File: src/hdl/level_pkg.sv
// constants, register map and state types of the fluid level sequencer
// Function
// - At power-up a measurement starts only if the start pin reads low.
// - Once started, the start pin is held low and ramp timing begins.
// - Probe current is enabled 25 ms after the cycle begins.
// - Lamp switches on together with probe current.
// - At 35 ms a sample-and-hold strobe captures initial probe voltage.
// - 1.5 s after the sample the comparator verdict is evaluated.
// - Verdict below reference turns lamp off, else lamp flashes at 1-2 Hz.
// - The result latch is loaded 10 ms after evaluation.
// - Probe current is switched off 8 ms after the latch, ending the cycle.
// - No further measurement until supply is removed and reapplied.
// - After the cycle, the lamp follows only the latched result.
// - Start pin not low at power-up: skip, lamp follows retained memory.
// - Memory flag is driven high when a measurement passes.
// - At power-up memory is refreshed high only if still above 3 V.
// - A failed measurement releases the memory flag, never drives it low.
// - With flashing disabled, a warning lights the lamp continuously.
// - Lamp lit during measurement, flashing afterwards while result fails.
// - Probe below 0.7 V flags short, above 5 V flags open.
package level_pkg;
  localparam int CLK_HZ = 50_000_000;
  localparam int MS_PER_S = 1000;
  localparam int MS_CYCLES_DEF = CLK_HZ / MS_PER_S;
  // sequence times in ms, counted from the cycle start or the previous step
  localparam int T_CUR_MS = 25;
  localparam int T_SAMPLE_MS = 35;
  localparam int T_EVAL_MS = 1500;
  localparam int T_LATCH_MS = 10;
  localparam int T_OFF_MS = 8;
  // flash rate in tenths of a hertz, midway in the 1 Hz to 2 Hz band
  localparam int FLASH_DHZ = 15;
  localparam int FLASH_HALF_MS = (MS_PER_S * 10) / (2 * FLASH_DHZ);
  localparam int MS_W = 11;
  localparam int TB_W = 16;
  localparam int FL_W = 9;
  // synchroniser lanes and settling cycles before the start pin is trusted
  localparam int IN_START = 0;
  localparam int IN_CMP = 1;
  localparam int IN_SHORT = 2;
  localparam int IN_OPEN = 3;
  localparam int IN_MEM = 4;
  localparam int SYNC_N = 5;
  localparam logic [1:0] BOOT_WAIT = 2'h3;
  // register port
  localparam int ADDR_W = 2;
  localparam int DATA_W = 16;
  localparam logic [ADDR_W-1:0] REG_CTRL = 2'h0;
  localparam logic [ADDR_W-1:0] REG_TBDIV = 2'h1;
  localparam logic [ADDR_W-1:0] REG_STATUS = 2'h2;
  localparam int CTRL_FLASH_OFF = 0;
  localparam logic CTRL_FLASH_OFF_RST = 1'h0;
  localparam int ST_MEASURING = 0;
  localparam int ST_DONE = 1;
  localparam int ST_SKIPPED = 2;
  localparam int ST_FAIL = 3;
  localparam int ST_SHORT = 4;
  localparam int ST_OPEN = 5;
  localparam int ST_MEM = 6;
  localparam int ST_LAMP = 7;
  typedef enum logic [2:0] {
    st_boot, st_settle, st_heat, st_measure, st_hold, st_cool, st_done, st_skip
  } seq_state_t;
endpackage : level_pkg

File: src/hdl/ms_timebase.sv
// millisecond tick divider with programmable period
`timescale 1ns/100ps
module ms_timebase #(
  parameter int W = level_pkg::TB_W
) (
  input wire logic clock,
  input wire logic reset,
  input wire logic run,
  input wire logic [W-1:0] div,
  output logic tick
);
  import level_pkg::*;

  typedef struct packed {
    logic [W-1:0] cnt;
    logic tick;
  } tb_state_t;

  tb_state_t s, next;

  // a one-bit divider cannot hold the period of any useful clock
  if (W < 2) begin : g_check
    $error("timebase divider width too small");
  end

  // held at zero while stopped so the first tick lands one full period after start
  always_comb begin
    next = s;
    next.tick = 1'b0;
    if (!run) begin
      next.cnt = '0;
    end else if (s.cnt >= div) begin
      next.cnt = '0;
      next.tick = 1'b1;
    end else begin
      next.cnt = s.cnt + W'(1);
    end
  end

  always_ff @(posedge clock or posedge reset) begin
    if (reset) begin
      s <= '0;
    end else begin
      s <= next;
    end
  end

  assign tick = s.tick;
endmodule : ms_timebase

File: src/hdl/lamp_flasher.sv
// square wave for the warning lamp, clocked by millisecond ticks
`timescale 1ns/100ps
module lamp_flasher #(
  parameter int W = level_pkg::FL_W,
  parameter int HALF = level_pkg::FLASH_HALF_MS
) (
  input wire logic clock,
  input wire logic reset,
  input wire logic tick,
  input wire logic enable,
  output logic phase
);
  import level_pkg::*;

  typedef struct packed {
    logic [W-1:0] cnt;
    logic phase;
  } fl_state_t;

  fl_state_t s, next;

  if (HALF < 1 || HALF >= 2 ** W) begin : g_check
    $error("flash half period does not fit its counter");
  end

  // restarts lit, so a new warning shows at once rather than after a dark half
  always_comb begin
    next = s;
    if (!enable) begin
      next.cnt = '0;
      next.phase = 1'b1;
    end else if (tick) begin
      if (s.cnt == W'(HALF - 1)) begin
        next.cnt = '0;
        next.phase = !s.phase;
      end else begin
        next.cnt = s.cnt + W'(1);
      end
    end
  end

  always_ff @(posedge clock or posedge reset) begin
    if (reset) begin
      s <= '0;
    end else begin
      s <= next;
    end
  end

  assign phase = s.phase;
endmodule : lamp_flasher

File: src/hdl/fluid_level_measure_sequencer.sv
// single-shot thermal probe measurement sequencer with lamp and memory flag
//
// The strobed register port and the placing of the registers were left to the implementer.
`timescale 1ns/100ps
module fluid_level_measure_sequencer #(
  parameter int MS_CYCLES = level_pkg::MS_CYCLES_DEF
) (
  input wire logic clock,
  input wire logic reset,
  // register port
  input wire logic [level_pkg::ADDR_W-1:0] reg_addr,
  input wire logic [level_pkg::DATA_W-1:0] reg_wdata,
  input wire logic reg_write,
  input wire logic reg_read,
  output logic [level_pkg::DATA_W-1:0] reg_rdata,
  // start control pin, two-way
  input wire logic start_n_in,
  output logic start_n_out,
  output logic start_n_oe,
  // analog front end verdicts
  input wire logic comparator_high,
  input wire logic probe_short,
  input wire logic probe_open,
  // retained memory flag pin, two-way
  input wire logic memory_level_ok,
  output logic memory_out,
  output logic memory_oe,
  // probe and lamp drive
  output logic probe_current_en,
  output logic sample_hold,
  output logic lamp_on
);
  import level_pkg::*;

  if (MS_CYCLES < 2 || MS_CYCLES > 2 ** TB_W) begin : g_check
    $error("MS_CYCLES outside the timebase divider range");
  end

  localparam logic [TB_W-1:0] TBDIV_RST = TB_W'(MS_CYCLES - 1);

  // last tick index of each step, counted from the step's own start
  localparam logic [MS_W-1:0] W_CUR = MS_W'(T_CUR_MS - 1);
  localparam logic [MS_W-1:0] W_SAMPLE = MS_W'(T_SAMPLE_MS - T_CUR_MS - 1);
  localparam logic [MS_W-1:0] W_EVAL = MS_W'(T_EVAL_MS - 1);
  localparam logic [MS_W-1:0] W_LATCH = MS_W'(T_LATCH_MS - 1);
  localparam logic [MS_W-1:0] W_OFF = MS_W'(T_OFF_MS - 1);

  typedef struct packed {
    seq_state_t state;
    logic [SYNC_N-1:0] s1;
    logic [SYNC_N-1:0] s2;
    logic [1:0] boot_cnt;
    logic [MS_W-1:0] ms;
    logic flash_off;
    logic [TB_W-1:0] tb_div;
    logic [DATA_W-1:0] rdata;
    logic start_hold;
    logic cur_en;
    logic sample;
    logic lamp;
    logic mem_drive;
    logic eval_done;
    logic eval_fail;
    logic result_fail;
    logic short_f;
    logic open_f;
  } top_state_t;

  top_state_t s, next;

  logic tick;
  logic flash_phase;
  logic warn;
  logic show;
  logic in_cycle;
  logic probe_live;
  logic [SYNC_N-1:0] pins;
  logic [DATA_W-1:0] status;

  // every pin from outside enters through two flip-flops
  assign pins[IN_START] = start_n_in;
  assign pins[IN_CMP] = comparator_high;
  assign pins[IN_SHORT] = probe_short;
  assign pins[IN_OPEN] = probe_open;
  assign pins[IN_MEM] = memory_level_ok;

  // timebase only runs once the power-up decision is made
  ms_timebase #(
    .W(TB_W)
  ) u_timebase (
    .clock(clock),
    .reset(reset),
    .run(s.state != st_boot),
    .div(s.tb_div),
    .tick(tick)
  );

  lamp_flasher #(
    .W(FL_W),
    .HALF(FLASH_HALF_MS)
  ) u_flasher (
    .clock(clock),
    .reset(reset),
    .tick(tick),
    .enable(warn && !s.flash_off),
    .phase(flash_phase)
  );

  // cycle phases as seen by status, lamp and fault logic
  assign in_cycle = (s.state == st_settle) || probe_live;
  assign probe_live = (s.state == st_heat) || (s.state == st_measure)
    || (s.state == st_hold) || (s.state == st_cool);

  // warning source: verdict and faults until the current stops, latch afterwards
  always_comb begin
    warn = 1'b0;
    unique case (s.state)
      st_boot, st_settle, st_heat, st_measure: warn = 1'b0;
      st_hold, st_cool: warn = s.eval_fail || s.short_f || s.open_f;
      st_done, st_skip: warn = s.result_fail;
    endcase
  end

  // continuous light when flashing is disabled
  assign show = s.flash_off ? 1'b1 : flash_phase;

  // status word for software
  always_comb begin
    status = '0;
    status[ST_MEASURING] = in_cycle;
    status[ST_DONE] = (s.state == st_done);
    status[ST_SKIPPED] = (s.state == st_skip);
    status[ST_FAIL] = s.result_fail;
    status[ST_SHORT] = s.short_f;
    status[ST_OPEN] = s.open_f;
    status[ST_MEM] = s.mem_drive;
    status[ST_LAMP] = s.lamp;
  end

  // sequencer, synchronisers, register port and output flops
  always_comb begin
    next = s;
    next.s1 = pins;
    next.s2 = s.s1;
    next.sample = 1'b0;
    next.rdata = '0;

    // millisecond counter of the current step
    if (tick) begin
      next.ms = s.ms + MS_W'(1);
    end

    unique case (s.state)
      // wait until the synchronised pins show their power-up level
      st_boot: begin
        next.ms = '0;
        if (s.boot_cnt != BOOT_WAIT) begin
          next.boot_cnt = s.boot_cnt + 2'h1;
        end else begin
          // refresh only a memory still above threshold, else cleared
          next.mem_drive = s.s2[IN_MEM];
          if (!s.s2[IN_START]) begin
            next.state = st_settle;
            next.start_hold = 1'b1;
          end else begin
            next.state = st_skip;
            next.result_fail = !s.s2[IN_MEM];
          end
        end
      end
      // let switch-on transients die before the probe is powered
      st_settle: begin
        if (tick && s.ms == W_CUR) begin
          next.state = st_heat;
          next.ms = '0;
          next.cur_en = 1'b1;
        end
      end
      st_heat: begin
        if (tick && s.ms == W_SAMPLE) begin
          next.state = st_measure;
          next.ms = '0;
          next.sample = 1'b1;
        end
      end
      // heating interval, then take the amplified difference verdict
      st_measure: begin
        if (tick && s.ms == W_EVAL) begin
          next.state = st_hold;
          next.ms = '0;
          next.eval_done = 1'b1;
          next.eval_fail = s.s2[IN_CMP];
        end
      end
      st_hold: begin
        if (tick && s.ms == W_LATCH) begin
          next.state = st_cool;
          next.ms = '0;
          next.result_fail = s.eval_fail || s.short_f || s.open_f;
          // a fail releases the pin; only an outside pull-down lowers it
          next.mem_drive = !(s.eval_fail || s.short_f || s.open_f);
        end
      end
      st_cool: begin
        if (tick && s.ms == W_OFF) begin
          next.state = st_done;
          next.ms = '0;
          next.cur_en = 1'b0;
        end
      end
      // terminal states: only a new power-up leaves them
      st_done, st_skip: begin
        next.ms = '0;
      end
    endcase

    // probe faults are sticky while current flows
    if (probe_live) begin
      if (s.s2[IN_SHORT]) begin
        next.short_f = 1'b1;
      end
      if (s.s2[IN_OPEN]) begin
        next.open_f = 1'b1;
      end
    end

    // lamp lit through measurement, then warning display or dark
    if (probe_live && !s.eval_done) begin
      next.lamp = 1'b1;
    end else if (warn) begin
      next.lamp = show;
    end else begin
      next.lamp = 1'b0;
    end
    // the step into heat lights the lamp in the same cycle as the current
    if (next.state == st_heat && s.state == st_settle) begin
      next.lamp = 1'b1;
    end

    // register writes; a zero divider would tick the timebase every clock, so floor at one
    if (reg_write) begin
      unique case (reg_addr)
        REG_CTRL: next.flash_off = reg_wdata[CTRL_FLASH_OFF];
        REG_TBDIV: begin
          if (reg_wdata == '0) begin
            next.tb_div = TB_W'(1);
          end else begin
            next.tb_div = reg_wdata;
          end
        end
        default: begin
        end
      endcase
    end

    // read data stand for the single cycle after the strobe
    if (reg_read) begin
      unique case (reg_addr)
        REG_CTRL: next.rdata[CTRL_FLASH_OFF] = s.flash_off;
        REG_TBDIV: next.rdata = s.tb_div;
        REG_STATUS: next.rdata = status;
        default: next.rdata = '0;
      endcase
    end
  end

  // single register stage for all state
  always_ff @(posedge clock or posedge reset) begin
    if (reset) begin
      s.state <= st_boot;
      s.s1 <= '0;
      s.s2 <= '0;
      s.boot_cnt <= '0;
      s.ms <= '0;
      s.flash_off <= CTRL_FLASH_OFF_RST;
      s.tb_div <= TBDIV_RST;
      s.rdata <= '0;
      s.start_hold <= 1'b0;
      s.cur_en <= 1'b0;
      s.sample <= 1'b0;
      s.lamp <= 1'b0;
      s.mem_drive <= 1'b0;
      s.eval_done <= 1'b0;
      s.eval_fail <= 1'b0;
      s.result_fail <= 1'b0;
      s.short_f <= 1'b0;
      s.open_f <= 1'b0;
    end else begin
      s <= next;
    end
  end

  // outputs straight from flops, except start_n_out which is tied low
  assign reg_rdata = s.rdata;
  assign start_n_out = 1'b0;
  assign start_n_oe = s.start_hold;
  assign memory_out = s.mem_drive;
  assign memory_oe = s.mem_drive;
  assign probe_current_en = s.cur_en;
  assign sample_hold = s.sample;
  assign lamp_on = s.lamp;
endmodule : fluid_level_measure_sequencer

File: config.mk
export PLATFORM = sky130hd
export DESIGN_NAME = fluid_level_measure_sequencer
export DESIGN_NICKNAME = d
export VERILOG_FILES = /design/src/hdl/level_pkg.sv /design/src/hdl/ms_timebase.sv /design/src/hdl/lamp_flasher.sv /design/src/hdl/fluid_level_measure_sequencer.sv
export SDC_FILE = /design/constraint.sdc
export NUM_CORES = 1
export LEC_CHECK = 0
export BUFFER_PORTS_ARGS = -buffer_cell sky130_fd_sc_hd__buf_2
export CELL_PAD_IN_SITES_DETAIL_PLACEMENT = 0
export CELL_PAD_IN_SITES_GLOBAL_PLACEMENT = 1
export CORE_ASPECT_RATIO = 2
export CORE_MARGIN = 2
export CORE_UTILIZATION = 25
export CTS_BUF_LIST = sky130_fd_sc_hd__clkbuf_8
export DETAILED_ROUTE_END_ITERATION = 10
export PLACE_DENSITY_LB_ADDON = 0.1
export SLEW_MARGIN = 40
export SYNTH_ARGS = -nofsm -noshare
export SYNTH_HDL_FRONTEND = slang
export SYNTH_SLANG_ARGS = --single-unit
File: constraint.sdc
create_clock -name clock -period 2.36 [get_ports clock]
set_input_delay 0.118 -clock clock [delete_from_list [all_inputs] [get_ports clock]]
set_output_delay 0.118 -clock clock [all_outputs]
set_load 0.01 [all_outputs]
# --- Word-level counts from Yosys, hierarchy flattened ---
# Cells that the tools add are included.
op_classes:
  add_sub_neg: 4
  order_cmp: 1
  n_eq_ne: 23
  n_mux: 43
  bitwise: 2
  reduce_logical: 40
op_table:
  columns: ["operator", "count"]
  rows:
  - ["16-bit two-way mux", 4]
  - ["11-bit two-way mux", 5]
  - ["11-bit case mux with 5 select lines", 1]
  - ["15-bit case mux with 2 select lines", 1]
  - ["3-bit two-way mux", 7]
  - ["10-bit two-way mux", 2]
  - ["3-bit case mux with 6 select lines", 1]
  - ["16-bit by 1-bit adder with 16-bit output, second input constant", 1]
  - ["16-bit greater-or-equal comparator", 1]
  - ["16-bit zero test", 1]
  - ["1-bit two-way mux", 16]
  - ["2-bit AND reduction", 7]
  - ["3-bit == test, second input constant", 4]
  - ["11-bit by 1-bit adder with 11-bit output, second input constant", 1]
  - ["11-bit == test, second input constant", 1]
  - ["11-bit by 3-bit == test with 1-bit output, second input constant", 1]
  - ["11-bit by 4-bit == test with 1-bit output, second input constant", 1]
  - ["11-bit by 5-bit == test with 1-bit output, second input constant", 1]
  - ["2-bit inequality test, second input constant", 5]
  - ["9-bit by 1-bit adder with 9-bit output, second input constant", 1]
  - ["3-bit by 2-bit == test with 1-bit output, second input constant", 3]
  - ["9-bit == test, second input constant", 1]
  - ["9-bit two-way mux", 1]
  - ["3-bit AND reduction", 3]
  - ["other kinds (19)", 43]
totals:
  reg_bits: 96
  input_bits: 27
  out_inout_bits: 23
  wordCells: 135

# --- Longest topological paths before layout ---
logic_depth:
  depth_word: 7
  depth_mapped: 8

# --- Modules after synthesis ---
# A second synthesis with hierarchy kept.
unflattened:
  cells_unflattened: 460
  area_unflattened_um2: 4904.7
modules_own_cells:
  columns: ["mod", "instances", "cells_each", "area_each_um2"]
  rows:
  - ["fluid_level_measure_sequencer", 1, 275, 3150.5]
  - ["ms_timebase", 1, 130, 1186.1]
  - ["lamp_flasher", 1, 55, 568.0]

# --- Worst setup path before layout ---
# Ideal clock, no wire load.
synth_path:
  kind: "register to register"
  from: "reg s[27] in the netlist's numbering"
  to: "reg u_timebase.s[10] in the netlist's numbering"
  setup_ps: 71
  arrival_time_ps: 1785
  t_required_ps: 2289
  slack_ps: 504
  path_stages_with_launch: 9
  n_path_buf: 1
  cell_sequence: "dfstp_2 inv_1 ha_1 o211ai_1 a21oi_1 o41ai_2 a21oi_2 buf_4 nor2_1"
synth_lines:
  columns: ["element", "line_no", "text"]
  rows:
  - ["from (decl)", "fluid_level_measure_sequencer.sv:69", "top_state_t s, next;"]
  - ["from (signal assigned)", "fluid_level_measure_sequencer.sv:289", "s <= next;"]
  - ["to (signal assigned)", "ms_timebase.sv:44", "s <= next;"]
  - ["to (decl)", "ms_timebase.sv:19", "tb_state_t s, next;"]

==> results.cfg <==
[sta]
setup_violations = 0
slew_viol_final = 0
fin_skew_ps = 11.5
hold_viol = 0
relSlewSlack_pct = 51.0
worst_pin_slew_ps = 733
fin_ws_ps = 309
finalSetupTns_ps = 0
layout_min_cycle_time_ps = 2050
fmax_mhz = 487
fin_crit_sh_pct = 86.9
rsz0062_at_grt = no

[drt]
first_iter_violations = 117
ant_nets = 0
wire_per_inst_um = 16.7
drc = 0
num_vias = 3522
post_drt_via_cell_ratio = 4.47
wl_um = 13100
dr.pass1.iters = 5

[layout]
n_antenna_cell = 0
multiInputGateArea_um2 = 2180
layout.area.seq_um2 = 2410
fillers = 2025
area_delta_synth_final_pct = 18.1
finalNetCount = 579
drive_gt1_share_pct = 22.7

[worst_setup_path]
rrSetupSlack_ps = 310
max_stage_delay_ps = 570
arrival_ps = 2360
crit_family = compound AO/OA/AOI/OAI gates
crit_path_end_kind = flop
criticalPathCategory = reg -> reg
start_kind = flop
cp_slowest_cell = dfstp_2
crit_required_ps = 2670
cp_max_fo = 16
critical_path_buf_inv_count = 1
crit_chain = inv_1, ha_1, o211ai_1, a21oi_1, o41ai_2, a21oi_4, nor2_1

[power]
power.total_mw = 4.47
power.density_nw_per_um2 = 768
leakage_nw = 2.65
vdd_drop_max_mv = 0.381

[cts]
cts_tree = built
cts_root_buf = clkbuf_8
clkTransAtPathRegs_ps = 100
cts.sinks = 96
cts_max_level = 3
clock_latency_ps = 380
cts_buffers = 9
postCtsSetupBuffers = 0
clock_path_buffers = 2

[floorplan]
fp.dieArea_um2 = 20900
fp-row-count = 72
die_h_um = 203
dieWidth_um = 103
pin_count = 50
design.core.area_um2 = 19400
start_util_pct = 25.4

[global_route]
grt_overflow = 0
grt_pass1_vias = 3849
antenna_found_initial = 0
grt_max_degree = 36
track_usage_pct = 13.5
grt_pass1_wl_um = 21100

[logic_synthesis]
synth_edf_count = 0
synth_cell_types = 64
yosysWarningCount = 0
synth_flop_cell = dfrtp_1
ys_seq_area_share_pct = 49.0
postSynthCellCount = 468
syn_nets = 522
ys_ff_latch = 96
avgSynthCellArea_um2 = 10.5
syn_area_um2 = 4930
async_flop_share_pct = 100

[placement]
place.gp.congestion = 0.762
port_buffers = 48
dp_hpwl_um = 10100
dp_slack_ps = 122

[hold_path]
hp-class = in -> reg

[run_status]
run_status = finished, final reports clean

[run]
drv_cap = 0
## flip-flops by register name (all words and copies together), names as in the netlist
signal and flops:
sample_hold 1, memory_oe 1, u_flasher.phase 1, u_timebase.s 16, lamp_on 1, s 43, next 5, reg_rdata 16
probe_current_en 1, start_n_oe 1, u_flasher.s 9, u_timebase.tick 1
## path summary, 6_finish.rpt
path	start	endpoint	cells past startpoint
max	s[27]	u_timebase.s[9]	7
max in group asynchronous	reset	s[41]	4
min reg2reg	next[56]	s[56]	0
min in group asynchronous	reset	next[58]	3
min	reg_wdata[4]	s[30]	2
max reg2reg	s[27]	u_timebase.s[9]	7
## layer usage
layer  routed length, µm  global-route usage [%]  part of all wire (%)  vias up
met5                   0                       0                     0        -
met3                 322                    2.03                   2.5       12
met2                7540                    25.4                    57       52
li1                    -                       -                     -     1705
met4                 276                    5.36                   2.1        0
met1                4990                    14.5                    38     1753
## kinds of logic after synthesis
kind of cell,after synthesis,share of synthesized area (%)
AO/OA/AOI/OAI,55,7.82
XOR/XNOR,27,4.80
adder cells (fa/ha/maj),27,6.86
buffers and inverters,65,6.81
flip-flops,96,49.0
multiplexers,22,4.95
other,1,0.0761
AND/OR/NAND/NOR,175,19.7
## power by group
part           leakage [nW]  switching, mW  total [mW]  internal, mW
Sequential             1.20          0.207        2.07          1.86
Combinational          1.34          0.691        1.16         0.468
Clock                 0.108          0.620        1.24         0.621
Total                  2.65           1.52        4.47          2.95
## through the flow
step                      cell area (µm²)  hold WS (ps)  util (%)  std cells
after floorplan                      4930           149         -        468
after global placement               5380           227      27.8        752
after detailed placement             5380           228      27.8        752
after CTS                            5810          7.75      30.0        788
after global routing                 5820          18.4      30.0        788
final                                5820          23.0      30.0        788
## what timing repair did
action / 4_1_cts / 5_1_grt
resized for setup: 0 / 1
setup endpoints to repair: 0 / 13
hold endpoints to repair: 48 / 0
hold buffers: 21 / 0
## layout by cell type (no fill, tap or decap), types with 4 or more instances in the layout
cell type      count
dfrtp_1           87
nor2_1            52
buf_2             48
nand2_1           35
inv_1             31
ha_1              27
dlygate4sd3_1     21
mux2_2            19
xnor2_1           19
and3_1            15
nand3_1           14
a21oi_1           13
nand4_1           10
clkbuf_8          10
dfstp_2            9
o21ai_0            8
xor2_1             8
buf_4              8
nor3_1             6
a22oi_1            6
nor3_2             5
nor4_1             5
a31oi_1            4
or3_1              4
## cells in the mapped netlist, types with 6 or more instances
cell     instances  share of area [%]
nor2_1          52                4.0
o21ai_0          8               0.81
dfstp_2          9                4.8
xor2_1           8                1.4
buf_2            7               0.71
xnor2_1         19                3.4
nand4_1         10                1.3
nand3_1         14                1.4
nand2_1         35                2.7
a21oi_1         13                1.3
a22oi_1          6               0.91
dfrtp_1         87                 44
ha_1            27                6.9
mux2_2          19                4.3
inv_1           32                2.4
buf_4           20                3.0
nor3_1           6               0.61
and3_1          15                1.9
## final cells by class
type	count	area share, %
clock buffers	10	2.37
repair buffers	79	9.47
well taps	259	5.57
multi-input cells	307	37.6
flip-flops and latches	96	41.5
clock inverters	5	1.40
inverters	32	2.13
Power figures use the tool's default switching activity.
